==> config.mk <==
export PLATFORM = sky130hd
export DESIGN_NAME = sblp_boot_handler
export DESIGN_NICKNAME = d
export VERILOG_FILES = /design/src/core/sblp_pkg.sv /design/src/core/sblp_boot_handler.sv /design/src/core/sblp_sync.sv /design/src/core/sblp_fifo.sv
export SDC_FILE = /design/constraint.sdc
export NUM_CORES = 1
export LEC_CHECK = 0
export BUFFER_PORTS_ARGS = -buffer_cell sky130_fd_sc_hd__buf_2
export CAP_MARGIN = 20
export CORE_ASPECT_RATIO = 1.2
export CORE_UTILIZATION = 50
export CTS_CLUSTER_SIZE = 8
export DETAILED_ROUTE_END_ITERATION = 12
export PLACE_DENSITY = 0.78
export SLEW_MARGIN = 20
export SYNTH_ARGS = -nofsm -noshare
export SYNTH_HDL_FRONTEND = slang
export SYNTH_SLANG_ARGS = --single-unit
==> constraint.sdc <==
create_clock -name clk_i -period 20 [get_ports clk_i]
set_clock_uncertainty 0.05 [all_clocks]
set_input_delay 1 -clock clk_i [delete_from_list [all_inputs] [get_ports clk_i]]
set_output_delay 1 -clock clk_i [all_outputs]
set_load 0.1 [all_outputs]
==> src/core/sblp_pkg.sv <==
// sblp_pkg: protocol bytes, framing figures and carriers of the
// serial boot handler. assumes one clock domain for every user.
package sblp_pkg;
  // ****************************************
  // protocol bytes
  // ****************************************
  localparam logic [7:0] MODE_UART = 8'h86;
  localparam logic [7:0] MODE_IO = 8'h30;
  localparam logic [7:0] CMD_RAM = 8'h10;
  localparam logic [7:0] CMD_SUM = 8'h20;
  localparam logic [7:0] CMD_INFO = 8'h30;
  localparam logic [7:0] CMD_ERASE = 8'h40;
  localparam logic [7:0] SUB_ERASE = 8'h54;
  localparam logic [7:0] ACK_ERASED = 8'h4f;
  localparam logic [7:0] ACK_PW_OK = 8'h10;
  localparam logic [7:0] ACK_PW_RXERR = 8'h18;
  localparam logic [7:0] ACK_PW_BAD = 8'h11;
  localparam logic [3:0] NAK_RXERR = 4'h8;
  localparam logic [3:0] NAK_BADCMD = 4'h1;
  localparam logic [7:0] PW_ERASED = 8'hff;
  localparam logic [7:0] SUM_ZERO = 8'h00;
  // ****************************************
  // framing and sizes
  // ****************************************
  localparam int PW_BYTES = 12;
  localparam int PW_BITS = 8 * PW_BYTES;
  localparam int MEAS_W = 16;
  localparam logic [3:0] DATA_LAST = 4'h7;
  localparam logic [3:0] FRAME_LAST = 4'h9;
  // first measured byte is clocked at one sixteenth of the rate
  localparam int IO_RATE_SHIFT = 4;
  // 0x86 holds the line low for start plus bit 0
  localparam int UART_LOW_SHIFT = 1;
  // eight bit times remain after the first rising edge
  localparam int TAIL_SHIFT = 3;
  localparam logic [2:0] SUM_STREAM_N = 3'h3;
  localparam logic [2:0] INFO_STREAM_N = 3'h5;
  // ****************************************
  // carriers
  // ****************************************
  typedef struct packed {
    logic err;
    logic [7:0] data;
  } sblp_rx_t;
  localparam int RX_W = $bits(sblp_rx_t);
  typedef struct packed {
    logic uart;
    logic io;
    logic halted;
  } sblp_mode_t;
endpackage : sblp_pkg

==> src/core/sblp_boot_handler.sv <==
// sblp_boot_handler: serial boot session, mode detect to password.
// assumes flash-side inputs are steady and on clk_i; pins are not.
`timescale 1ns/1ps
module sblp_boot_handler #(
  parameter int DIV_MIN = 4,
  parameter int DIV_MAX = 4095,
  parameter int FIFO_DEPTH = 8
) (
  input wire logic clk_i,
  input wire logic reset_i,
  input wire logic rxd_i,
  input wire logic sclk_i,
  input wire logic [sblp_pkg::PW_BITS-1:0] stored_pw_i,
  input wire logic [31:0] revision_i,
  input wire logic [15:0] flash_sum_i,
  input wire logic erase_done_i,
  output logic txd_o,
  output logic erase_req_o,
  output logic security_flag_o,
  output logic pw_error_o,
  output logic receive_enable_bit_o,
  output logic [sblp_pkg::MEAS_W-1:0] baud_divider_setting_o,
  output sblp_pkg::sblp_mode_t mode_o
);
  import sblp_pkg::*;

  typedef enum {
    S_MEAS, S_ABORT, S_ACK, S_CMD, S_PW, S_PWCHK,
    S_ERASE_SUB, S_ERASE_RUN, S_STREAM, S_TX
  } sblp_state_t;

  localparam logic [3:0] PW_LAST = 4'(PW_BYTES);

  // ****************************************
  // decoding helpers
  // ****************************************
  function automatic logic is_cmd(input logic [7:0] b);
    is_cmd = b == CMD_RAM || b == CMD_SUM || b == CMD_INFO
      || b == CMD_ERASE;
  endfunction : is_cmd

  function automatic logic [7:0] pw_byte(
    input logic [PW_BITS-1:0] pw, input logic [3:0] idx);
    pw_byte = pw[{idx, 3'h0} +: 8];
  endfunction : pw_byte

  // uniform stored password other than erased counts as weak
  function automatic logic pw_weak(input logic [PW_BITS-1:0] pw);
    logic w;
    w = pw[7:0] != PW_ERASED;
    for (int i = 1; i < PW_BYTES; i++) begin
      w = w & (pw[i*8 +: 8] == pw[7:0]);
    end
    pw_weak = w;
  endfunction : pw_weak

  sblp_state_t state_q, ret_q;
  logic rxd_s, sclk_s, rxd_p_q, sclk_p_q;
  logic rx_en_q, io_q, uart_q, io_seen_q, low_q;
  logic meas_ok_q, meas_bad_q;
  logic [MEAS_W-1:0] meas_q, div_q, wait_q;
  logic [3:0] mbit_q;
  logic rx_act_q, rx_push_q, ovr_q;
  logic [3:0] rx_bit_q;
  logic [MEAS_W-1:0] rx_cnt_q;
  logic [7:0] rx_sh_q;
  sblp_rx_t rx_word_q, rxb;
  logic fifo_in_ready, fifo_out_valid;
  logic tx_busy_q, txd_q;
  logic [8:0] tx_sh_q;
  logic [3:0] tx_bit_q;
  logic [MEAS_W-1:0] tx_cnt_q;
  logic [7:0] tx_data_q;
  logic [3:0] prev_hi_q, idx_q;
  logic [7:0] sum_q;
  logic pw_rxerr_q, mism_q, pw_err_q;
  logic [39:0] stream_q;
  logic [2:0] sn_q;
  logic erase_busy_q, erase_req_q, sec_q;

  // ****************************************
  // pins and edges
  // ****************************************
  sblp_sync #(.RESET_VAL(1'b1)) u_rxd_sync (
    .clk_i(clk_i),
    .reset_i(reset_i),
    .pin_i(rxd_i),
    .level_o(rxd_s)
  );
  sblp_sync #(.RESET_VAL(1'b1)) u_sclk_sync (
    .clk_i(clk_i),
    .reset_i(reset_i),
    .pin_i(sclk_i),
    .level_o(sclk_s)
  );
  always_ff @(posedge clk_i or posedge reset_i) begin
    if (reset_i) begin
      rxd_p_q <= 1'b1;
      sclk_p_q <= 1'b1;
    end else begin
      rxd_p_q <= rxd_s;
      sclk_p_q <= sclk_s;
    end
  end
  wire rxd_fall = rxd_p_q & ~rxd_s;
  wire rxd_rise = ~rxd_p_q & rxd_s;
  wire sclk_rise = ~sclk_p_q & sclk_s;
  wire sclk_fall = sclk_p_q & ~sclk_s;

  // ****************************************
  // first byte: mode and rate
  // ****************************************
  wire in_meas = state_q == S_MEAS;
  // counter restarts on the edge itself, so it reads one short
  wire [MEAS_W-1:0] meas_len = meas_q + 1'b1;
  wire [MEAS_W-1:0] uart_div = meas_len >> UART_LOW_SHIFT;
  wire uart_div_ok = uart_div >= MEAS_W'(DIV_MIN)
    && uart_div <= MEAS_W'(DIV_MAX);
  always_ff @(posedge clk_i or posedge reset_i) begin
    if (reset_i) begin
      {io_q, uart_q, io_seen_q, low_q} <= 4'h0;
      {meas_ok_q, meas_bad_q} <= 2'h0;
      meas_q <= '0;
      div_q <= '0;
      wait_q <= '0;
      mbit_q <= '0;
    end else begin
      meas_ok_q <= 1'b0;
      meas_bad_q <= 1'b0;
      if (in_meas) begin
        meas_q <= meas_q + 1'b1;
        if (sclk_rise) begin
          io_seen_q <= 1'b1;
          meas_q <= '0;
          mbit_q <= mbit_q + 1'b1;
          if (mbit_q == DATA_LAST) begin
            io_q <= 1'b1;
            div_q <= meas_len >> IO_RATE_SHIFT;
            meas_ok_q <= 1'b1;
          end
        end else if (!io_seen_q) begin
          if (wait_q != '0) begin
            wait_q <= wait_q - 1'b1;
            if (wait_q == MEAS_W'(1)) begin
              uart_q <= 1'b1;
              meas_ok_q <= 1'b1;
            end
          end else if (rxd_fall && !low_q) begin
            low_q <= 1'b1;
            meas_q <= '0;
          end else if (rxd_rise && low_q) begin
            if (uart_div_ok) begin
              div_q <= uart_div;
              wait_q <= uart_div << TAIL_SHIFT;
            end else begin
              meas_bad_q <= 1'b1;
            end
          end
        end
      end
    end
  end

  // ****************************************
  // receiver and byte FIFO
  // ****************************************
  wire rx_uart_go = rx_en_q & uart_q & ~rx_act_q & rxd_fall;
  // capture on external rising edge; half duplex
  wire rx_io_bit = rx_en_q & io_q & sclk_rise & ~tx_busy_q;
  wire [7:0] rx_next = {rxd_s, rx_sh_q[7:1]};
  always_ff @(posedge clk_i or posedge reset_i) begin
    if (reset_i) begin
      {rx_act_q, rx_push_q, ovr_q} <= 3'h0;
      rx_bit_q <= '0;
      rx_cnt_q <= '0;
      rx_sh_q <= '0;
      rx_word_q <= '0;
    end else begin
      rx_push_q <= 1'b0;
      // full FIFO drops a byte and flags the next one in uart mode
      if (rx_push_q && !fifo_in_ready) begin
        ovr_q <= 1'b1;
      end
      if (rx_io_bit) begin
        rx_sh_q <= rx_next;
        rx_bit_q <= rx_bit_q + 1'b1;
        if (rx_bit_q == DATA_LAST) begin
          rx_bit_q <= '0;
          rx_push_q <= 1'b1;
          // no error flag in clocked mode
          rx_word_q <= '{err: 1'b0, data: rx_next};
        end
      end else if (rx_uart_go) begin
        rx_act_q <= 1'b1;
        rx_cnt_q <= div_q >> 1;
        rx_bit_q <= '0;
      end else if (rx_act_q) begin
        if (rx_cnt_q != '0) begin
          rx_cnt_q <= rx_cnt_q - 1'b1;
        end else begin
          rx_cnt_q <= div_q - 1'b1;
          rx_bit_q <= rx_bit_q + 1'b1;
          if (rx_bit_q == '0 && rxd_s) begin
            rx_act_q <= 1'b0;
          end else if (rx_bit_q == FRAME_LAST) begin
            rx_act_q <= 1'b0;
            rx_push_q <= 1'b1;
            ovr_q <= rx_push_q & ~fifo_in_ready;
            rx_word_q <= '{err: ~rxd_s | ovr_q, data: rx_sh_q};
          end else if (rx_bit_q != '0) begin
            rx_sh_q <= rx_next;
          end
        end
      end
    end
  end

  wire pop = fifo_out_valid && (state_q == S_CMD
    || state_q == S_PW || state_q == S_ERASE_SUB);
  sblp_fifo #(.W(RX_W), .D(FIFO_DEPTH)) u_rx_fifo (
    .clk_i(clk_i),
    .reset_i(reset_i),
    .in_valid_i(rx_push_q),
    .in_data_i(rx_word_q),
    .in_ready_o(fifo_in_ready),
    .out_valid_o(fifo_out_valid),
    .out_data_o(rxb),
    .out_ready_i(pop)
  );

  // ****************************************
  // transmitter
  // ****************************************
  wire tx_load = state_q == S_TX && !tx_busy_q;
  wire tx_tick = uart_q && tx_cnt_q == '0;
  always_ff @(posedge clk_i or posedge reset_i) begin
    if (reset_i) begin
      {tx_busy_q, txd_q} <= 2'h1;
      tx_sh_q <= '1;
      tx_bit_q <= '0;
      tx_cnt_q <= '0;
    end else if (tx_load) begin
      tx_busy_q <= 1'b1;
      tx_sh_q <= {1'b1, tx_data_q};
      tx_bit_q <= '0;
      tx_cnt_q <= div_q - 1'b1;
      txd_q <= io_q ? tx_data_q[0] : 1'b0;
    end else if (tx_busy_q && uart_q) begin
      tx_cnt_q <= tx_tick ? div_q - 1'b1 : tx_cnt_q - 1'b1;
      if (tx_tick && tx_bit_q == FRAME_LAST) begin
        tx_busy_q <= 1'b0;
      end else if (tx_tick) begin
        txd_q <= tx_sh_q[0];
        tx_sh_q <= {1'b1, tx_sh_q[8:1]};
        tx_bit_q <= tx_bit_q + 1'b1;
      end
    end else if (tx_busy_q && sclk_rise) begin
      // host samples on rise, next bit after fall
      tx_sh_q <= {1'b1, tx_sh_q[8:1]};
      tx_bit_q <= tx_bit_q + 1'b1;
      if (tx_bit_q == DATA_LAST) begin
        tx_busy_q <= 1'b0;
      end
    end else if (tx_busy_q && sclk_fall) begin
      txd_q <= tx_sh_q[0];
    end else if (!tx_busy_q && io_q && sclk_fall) begin
      txd_q <= 1'b1;
    end
  end

  // ****************************************
  // command replies
  // ****************************************
  wire rx_bad = rxb.err & uart_q;
  wire [7:0] sum_chk = SUM_ZERO - flash_sum_i[15:8]
    - flash_sum_i[7:0];
  wire [7:0] info_chk = SUM_ZERO - revision_i[31:24]
    - revision_i[23:16] - revision_i[15:8] - revision_i[7:0];
  // receive error keeps previous high nibble
  wire [7:0] cmd_reply = rx_bad ? {prev_hi_q, NAK_RXERR}
    : is_cmd(rxb.data) ? rxb.data : {prev_hi_q, NAK_BADCMD};
  wire [7:0] sum_next = sum_q + rxb.data;
  wire pw_fail = mism_q | pw_weak(stored_pw_i);
  // error first, then sum, then password
  wire [7:0] pw_reply = pw_rxerr_q ? ACK_PW_RXERR
    : sum_q != SUM_ZERO ? ACK_PW_BAD
    : pw_fail ? ACK_PW_BAD : ACK_PW_OK;

  always_ff @(posedge clk_i or posedge reset_i) begin
    if (reset_i) begin
      state_q <= S_MEAS;
      ret_q <= S_CMD;
      {rx_en_q, pw_rxerr_q, mism_q, pw_err_q} <= 4'h0;
      {erase_busy_q, erase_req_q, sec_q} <= 3'h0;
      tx_data_q <= '0;
      prev_hi_q <= '0;
      idx_q <= '0;
      sum_q <= '0;
      stream_q <= '0;
      sn_q <= '0;
    end else begin
      erase_req_q <= 1'b0;
      unique case (state_q)
        S_MEAS: begin
          rx_en_q <= 1'b0;
          if (meas_bad_q) begin
            state_q <= S_ABORT;
          end else if (meas_ok_q) begin
            state_q <= S_ACK;
          end
        end
        // silent halt: no reply, no reception
        S_ABORT: state_q <= S_ABORT;
        S_ACK: begin
          // enable reception before the ack load
          rx_en_q <= 1'b1;
          tx_data_q <= io_q ? MODE_IO : MODE_UART;
          ret_q <= S_CMD;
          state_q <= S_TX;
        end
        S_CMD: if (pop) begin
          tx_data_q <= cmd_reply;
          ret_q <= S_CMD;
          state_q <= S_TX;
          if (!rx_bad && is_cmd(rxb.data)) begin
            prev_hi_q <= rxb.data[7:4];
            unique case (rxb.data)
              CMD_RAM: begin
                ret_q <= S_PW;
                {idx_q, sum_q} <= '0;
                {pw_rxerr_q, mism_q, pw_err_q} <= 3'h0;
              end
              // only the sum leaves the device
              CMD_SUM: begin
                ret_q <= S_STREAM;
                stream_q <= {16'h0000, sum_chk, flash_sum_i[7:0],
                  flash_sum_i[15:8]};
                sn_q <= SUM_STREAM_N;
              end
              // four revision bytes, low address first
              CMD_INFO: begin
                ret_q <= S_STREAM;
                stream_q <= {info_chk, revision_i[31:24],
                  revision_i[23:16], revision_i[15:8],
                  revision_i[7:0]};
                sn_q <= INFO_STREAM_N;
              end
              CMD_ERASE: ret_q <= S_ERASE_SUB;
            endcase
          end
        end
        S_PW: if (pop) begin
          idx_q <= idx_q + 1'b1;
          sum_q <= sum_next;
          pw_rxerr_q <= pw_rxerr_q | rx_bad;
          // byte by byte, lowest address first
          if (idx_q != PW_LAST
              && rxb.data != pw_byte(stored_pw_i, idx_q)) begin
            mism_q <= 1'b1;
            pw_err_q <= 1'b1;
          end
          // the checksum byte closes the phase
          if (idx_q == PW_LAST) begin
            state_q <= S_PWCHK;
          end
        end
        S_PWCHK: begin
          // all checks pass gives the normal ack
          tx_data_q <= pw_reply;
          pw_err_q <= pw_err_q | (pw_reply == ACK_PW_BAD && pw_fail);
          ret_q <= S_CMD;
          state_q <= S_TX;
        end
        S_ERASE_SUB: if (pop) begin
          tx_data_q <= rx_bad ? {prev_hi_q, NAK_RXERR}
            : rxb.data == SUB_ERASE ? rxb.data
            : {prev_hi_q, NAK_BADCMD};
          ret_q <= (!rx_bad && rxb.data == SUB_ERASE)
            ? S_ERASE_RUN : S_CMD;
          state_q <= S_TX;
        end
        S_ERASE_RUN: begin
          // no password check; flag set on completion
          if (!erase_busy_q) begin
            erase_busy_q <= 1'b1;
            erase_req_q <= 1'b1;
          end else if (erase_done_i) begin
            erase_busy_q <= 1'b0;
            sec_q <= 1'b1;
            tx_data_q <= ACK_ERASED;
            ret_q <= S_CMD;
            state_q <= S_TX;
          end
        end
        S_STREAM: begin
          if (sn_q == '0) begin
            state_q <= S_CMD;
          end else begin
            tx_data_q <= stream_q[7:0];
            stream_q <= stream_q >> 8;
            sn_q <= sn_q - 1'b1;
            ret_q <= S_STREAM;
            state_q <= S_TX;
          end
        end
        S_TX: if (!tx_busy_q) begin
          state_q <= ret_q;
        end
      endcase
    end
  end

  assign txd_o = txd_q;
  assign erase_req_o = erase_req_q;
  assign security_flag_o = sec_q;
  assign pw_error_o = pw_err_q;
  assign receive_enable_bit_o = rx_en_q;
  assign baud_divider_setting_o = div_q;
  assign mode_o = '{uart: uart_q, io: io_q,
    halted: state_q == S_ABORT};
endmodule : sblp_boot_handler

==> src/core/sblp_sync.sv <==
// sblp_sync: three-flop pin synchroniser with agreement filter.
// assumes pin_i is asynchronous to clk_i.
`timescale 1ns/1ps
module sblp_sync #(
  parameter logic RESET_VAL = 1'b1
) (
  input wire logic clk_i,
  input wire logic reset_i,
  input wire logic pin_i,
  output logic level_o
);
  logic s1_q, s2_q, s3_q, level_q;
  // first stage is read by the second only
  always_ff @(posedge clk_i or posedge reset_i) begin
    if (reset_i) begin
      s1_q <= RESET_VAL;
      s2_q <= RESET_VAL;
      s3_q <= RESET_VAL;
      level_q <= RESET_VAL;
    end else begin
      s1_q <= pin_i;
      s2_q <= s1_q;
      s3_q <= s2_q;
      if (s2_q == s3_q) begin
        level_q <= s3_q;
      end
    end
  end
  assign level_o = level_q;
endmodule : sblp_sync

==> src/core/sblp_fifo.sv <==
// sblp_fifo: small synchronous FIFO, valid/ready on both sides.
// assumes a power-of-two depth and one clock.
`timescale 1ns/1ps
module sblp_fifo #(
  parameter int W = 9,
  parameter int D = 8
) (
  input wire logic clk_i,
  input wire logic reset_i,
  input wire logic in_valid_i,
  input wire logic [W-1:0] in_data_i,
  output logic in_ready_o,
  output logic out_valid_o,
  output logic [W-1:0] out_data_o,
  input wire logic out_ready_i
);
  localparam int AW = $clog2(D);
  logic [W-1:0] mem_q [D];
  logic [AW-1:0] wr_q, rd_q;
  logic [AW:0] cnt_q;
  wire push = in_valid_i & in_ready_o;
  wire pop = out_valid_o & out_ready_i;
  assign in_ready_o = cnt_q != (AW+1)'(D);
  assign out_valid_o = cnt_q != '0;
  assign out_data_o = mem_q[rd_q];
  // storage carries no reset to stay a plain array
  always_ff @(posedge clk_i) begin
    if (push) begin
      mem_q[wr_q] <= in_data_i;
    end
  end
  always_ff @(posedge clk_i or posedge reset_i) begin
    if (reset_i) begin
      wr_q <= '0;
      rd_q <= '0;
      cnt_q <= '0;
    end else begin
      if (push) begin
        wr_q <= wr_q + 1'b1;
      end
      if (pop) begin
        rd_q <= rd_q + 1'b1;
      end
      cnt_q <= cnt_q + (AW+1)'(push) - (AW+1)'(pop);
    end
  end
endmodule : sblp_fifo

==> impl_results.md <==
- Outcome: finished, final reports clean
- # resized after CTS: 0
- Initial antenna violation count: 1
- FFs w/ async S/R, synth: 0.761
- Aggregate negative setup slack: 0 ns
- Largest net degree at the start of global routing: 115
- Leak Pwr: 9.07 nW
- Syn avg cell area: 9.85 sq um
- Rows: 77
- Clock transition at path regs: 0.05 ns
- Final Instance Count excl. Fillers: 2539
- CP required: 20.34 ns
- All-layer global routing usage: 0.247
- Syn Inst Count: 1905
- Worst-Margin Slew: 1.09 ns
- Dpl cells: 2464
- Hold crit path type: flip-flop to flip-flop
- Ports: 173
- DP HPWL: 33700 um
- Crit. Startpoint: u_rx_fifo.rd_q[0]
- CP max FO: 32
- Critical path depth in cells: 12
- Register bit total from synthesis: 301
- CTS Sinks: 301
- Fill cells: 3118
- Final Max Tran Viols: 0
- Top-area cell type share of the netlist area: 0.277
- Mapped Nets: 2128
- Area grow syn2layout: 12.8%
- Clk_lat worst skew: 0.53 ns
- Core ar.: 36900 sq um
- Clock period minus worst slack: 3.78 ns
- CP Capture Type: flip-flop
- Place WS: 15.92 ns
- Crit path to: sum_q[7]
- CTS Buffer Depth: 3
- Synth top area cells: dfrtp_1, edfxtp_1, mux4_2, nand2_1, ha_1
- CTS tree: built
- Die footprint: 38300 sq um
- CP Buf/Inv Count: 2
- Slew margin rel.: 0.270
- Hold Slack: 0.305 ns
- Reg2Reg Depth: 12
- Pwr Density: 67.4 nW/um^2
- Final WS setup: 16.22 ns
- Average wire per standard cell: 18.8 um
- Fin crit share: 0.189
- Distinct cell type count after synthesis: 100
- Post-route DRC: 0
- Max Freq: 265 MHz
- EDFF count, synth: 72
- Cell family with most CP delay: compound AO/OA/AOI/OAI gates
- Startpoint Class: flip-flop
- Met3 wire length: 3330 um
- Final nets: 2258
- CTS root buf: clkbuf_16
- Worst path cell trace: buf_4, mux4_2, mux2i_1, inv_1, ha_1, a21o_1, a21oi_1, o21ai_0, o41ai_1, xnor2_1, a221oi_1, o22ai_1
- First-pass GRT wire length: 76200 um
- R2r setup slk: 16.22 ns
- TritonCTS Buffers: 43
- Synth area leader: dfrtp_1
- Depth of the CTS H-tree: 2
- Placer Congestion: 0.969
- Critical Path Slowest Stage Cell: mux4_2
- DR iter-0 viols: 1176
- Yosys warnings: 0
- VDD IR-drop max: 0.0000643 V
- RSZ-0062 raised after global routing: false
- CP arrival: 4.12 ns
- Via/cell ratio: 6.08
- Sequential share of the synthesized area: 0.422
- Crit-path max cell delay: 0.59 ns
- Mapped Area: 18800 sq um
- Reg-to-Reg Start: u_rx_fifo.rd_q[0]
- Final hold violation count: 0
- Drt first pass iters: 5
- Die Width: 179 um
- Antenna-violating nets left: 0
- Max_cap viols: 0
- Met1 WL: 19100 um
- Primary FF master, synth: dfrtp_1
- Layout cells sized above 1: 0.181
- Remaining Overflow, GRT: 0
- Port bufs: 171
- Cts hold-fix bufs: 0
- Vias in the first global route: 15139
- Post-Route WL: 47800 um
- Die outline height: 214 um
- Via count: 15444
- Post-CTS Setup Bufs: 0
- Kind of critical path: flip-flop to flip-flop
- Reg2reg end: sum_q[7]
- Setup-failing EPs final: 0
- Metal2 WL: 23600 um
- Initial Util: 0.509
- Top routing layer used: met4
==> cell usage after synthesis (all sizes together), types with 21 or more instances <==
cell type	count
a211oi	35
a21oi	83
a31oi	28
buf	47
clkbuf	61
dfrtp	208
dfstp	21
edfxtp	72
ha	57
inv	115
mux2	28
mux2i	66
mux4	39
nand2	196
nand2b	22
nand3	46
nand4	22
nor2	146
nor3	48
nor4	33
o21ai	141
xnor2	60
xor2	30
==> metrics by stage <==
step | util | power, W | cell area (sq um)
floorplan | - | 0.000716 | 18800
global placement | 0.540 | 0.000754 | 19900
detailed placement | 0.540 | 0.000757 | 19900
CTS | 0.574 | 0.00144 | 21200
global route | 0.574 | 0.00148 | 21200
finish | 0.574 | 0.00143 | 21200
==> worst min-delay path by stage <==
stage | to | slack (ns) | from | depth (start not counted)
2_1_floorplan | u_rxd_sync.s2_q | 0.30 | u_rxd_sync.s1_q | 0
3_3_place_gp | u_rxd_sync.s2_q | 0.30 | u_rxd_sync.s1_q | 0
3_5_place_dp | u_rxd_sync.s2_q | 0.30 | u_rxd_sync.s1_q | 0
4_1_cts | u_rxd_sync.s2_q | 0.31 | u_rxd_sync.s1_q | 0
5_1_grt | u_rxd_sync.s2_q | 0.31 | u_rxd_sync.s1_q | 0
6_report | u_rxd_sync.s2_q | 0.31 | u_rxd_sync.s1_q | 0
==> report_power, final <==
group / total, W / switching, W / internal, W
clock: 0.000678 / 0.000261 / 0.000417
sequential: 0.000632 / 0.00000147 / 0.000630
combinational: 0.000116 / 0.0000665 / 0.0000499
total: 0.00143 / 0.000329 / 0.00110
==> layout by cell type (no fill, tap or decap), drive strengths merged, types with 48 or more instances in the layout <==
cell | synthesis | routed
nand2 | 196 | 196
clkbuf | 61 | 74
xnor2 | 60 | 60
edfxtp | 72 | 72
mux2i | 66 | 66
a21oi | 83 | 83
inv | 115 | 115
nor2 | 146 | 146
nor3 | 48 | 48
o21ai | 141 | 141
dfrtp | 208 | 208
buf | 47 | 193
ha | 57 | 57
==> state kept, by name, summed over array words and instances (netlist names), 8 cells and up <==
register	flops
rx_word_q	9
tx_data_q	8
wait_q	16
tx_cnt_q	16
u_rx_fifo.mem_q	72
meas_q	16
stream_q	40
rx_sh_q	8
rx_cnt_q	16
tx_sh_q	8
baud_divider_setting_o	15
sum_q	8
==> worst register-to-register path, cell delays in order (launching register included) <==
cell,delay (ns)
dfrtp_1,0.32
buf_4,0.40
mux4_2,0.61
mux2i_1,0.33
inv_1,0.14
ha_1,0.30
a21o_1,0.19
a21oi_1,0.22
o21ai_0,0.19
o41ai_1,0.39
xnor2_1,0.14
a221oi_1,0.26
o22ai_1,0.12
==> routing by layer <==
layer  GRT usage  up-vias
met2       0.419      614
met3      0.0477      126
met1       0.306     7500
li1            -     7204
met5           0        -
met4       0.100        0
==> cell families (layout without fill, tap and decap cells) <==
family | Yosys count | count (layout) | share of synthesized area
AO/OA/AOI/OAI | 456 | 456 | 0.160
XOR/XNOR | 90 | 90 | 0.0430
adder cells (fa/ha/maj) | 76 | 76 | 0.0572
buffers and inverters | 223 | 382 | 0.0500
flip-flops | 301 | 301 | 0.422
multiplexers | 133 | 133 | 0.100
other | 1 | 2 | 0.000200
AND/OR/NAND/NOR | 625 | 625 | 0.167
==> area by class of cell <==
| cell class | count | area (sq um) | area share |
|---|---|---|---|
| multi-input combinational | 1381 | 9950 | 0.470 |
| sequential | 301 | 7920 | 0.374 |
| clock buffer | 74 | 1240 | 0.0588 |
| timing repair buffer | 193 | 1020 | 0.0482 |
| tap | 474 | 593 | 0.0280 |
| inverter | 115 | 439 | 0.0207 |
| antenna | 1 | 2.50 | 0.000118 |
Note: power is estimated with default switching activity, not from simulation.
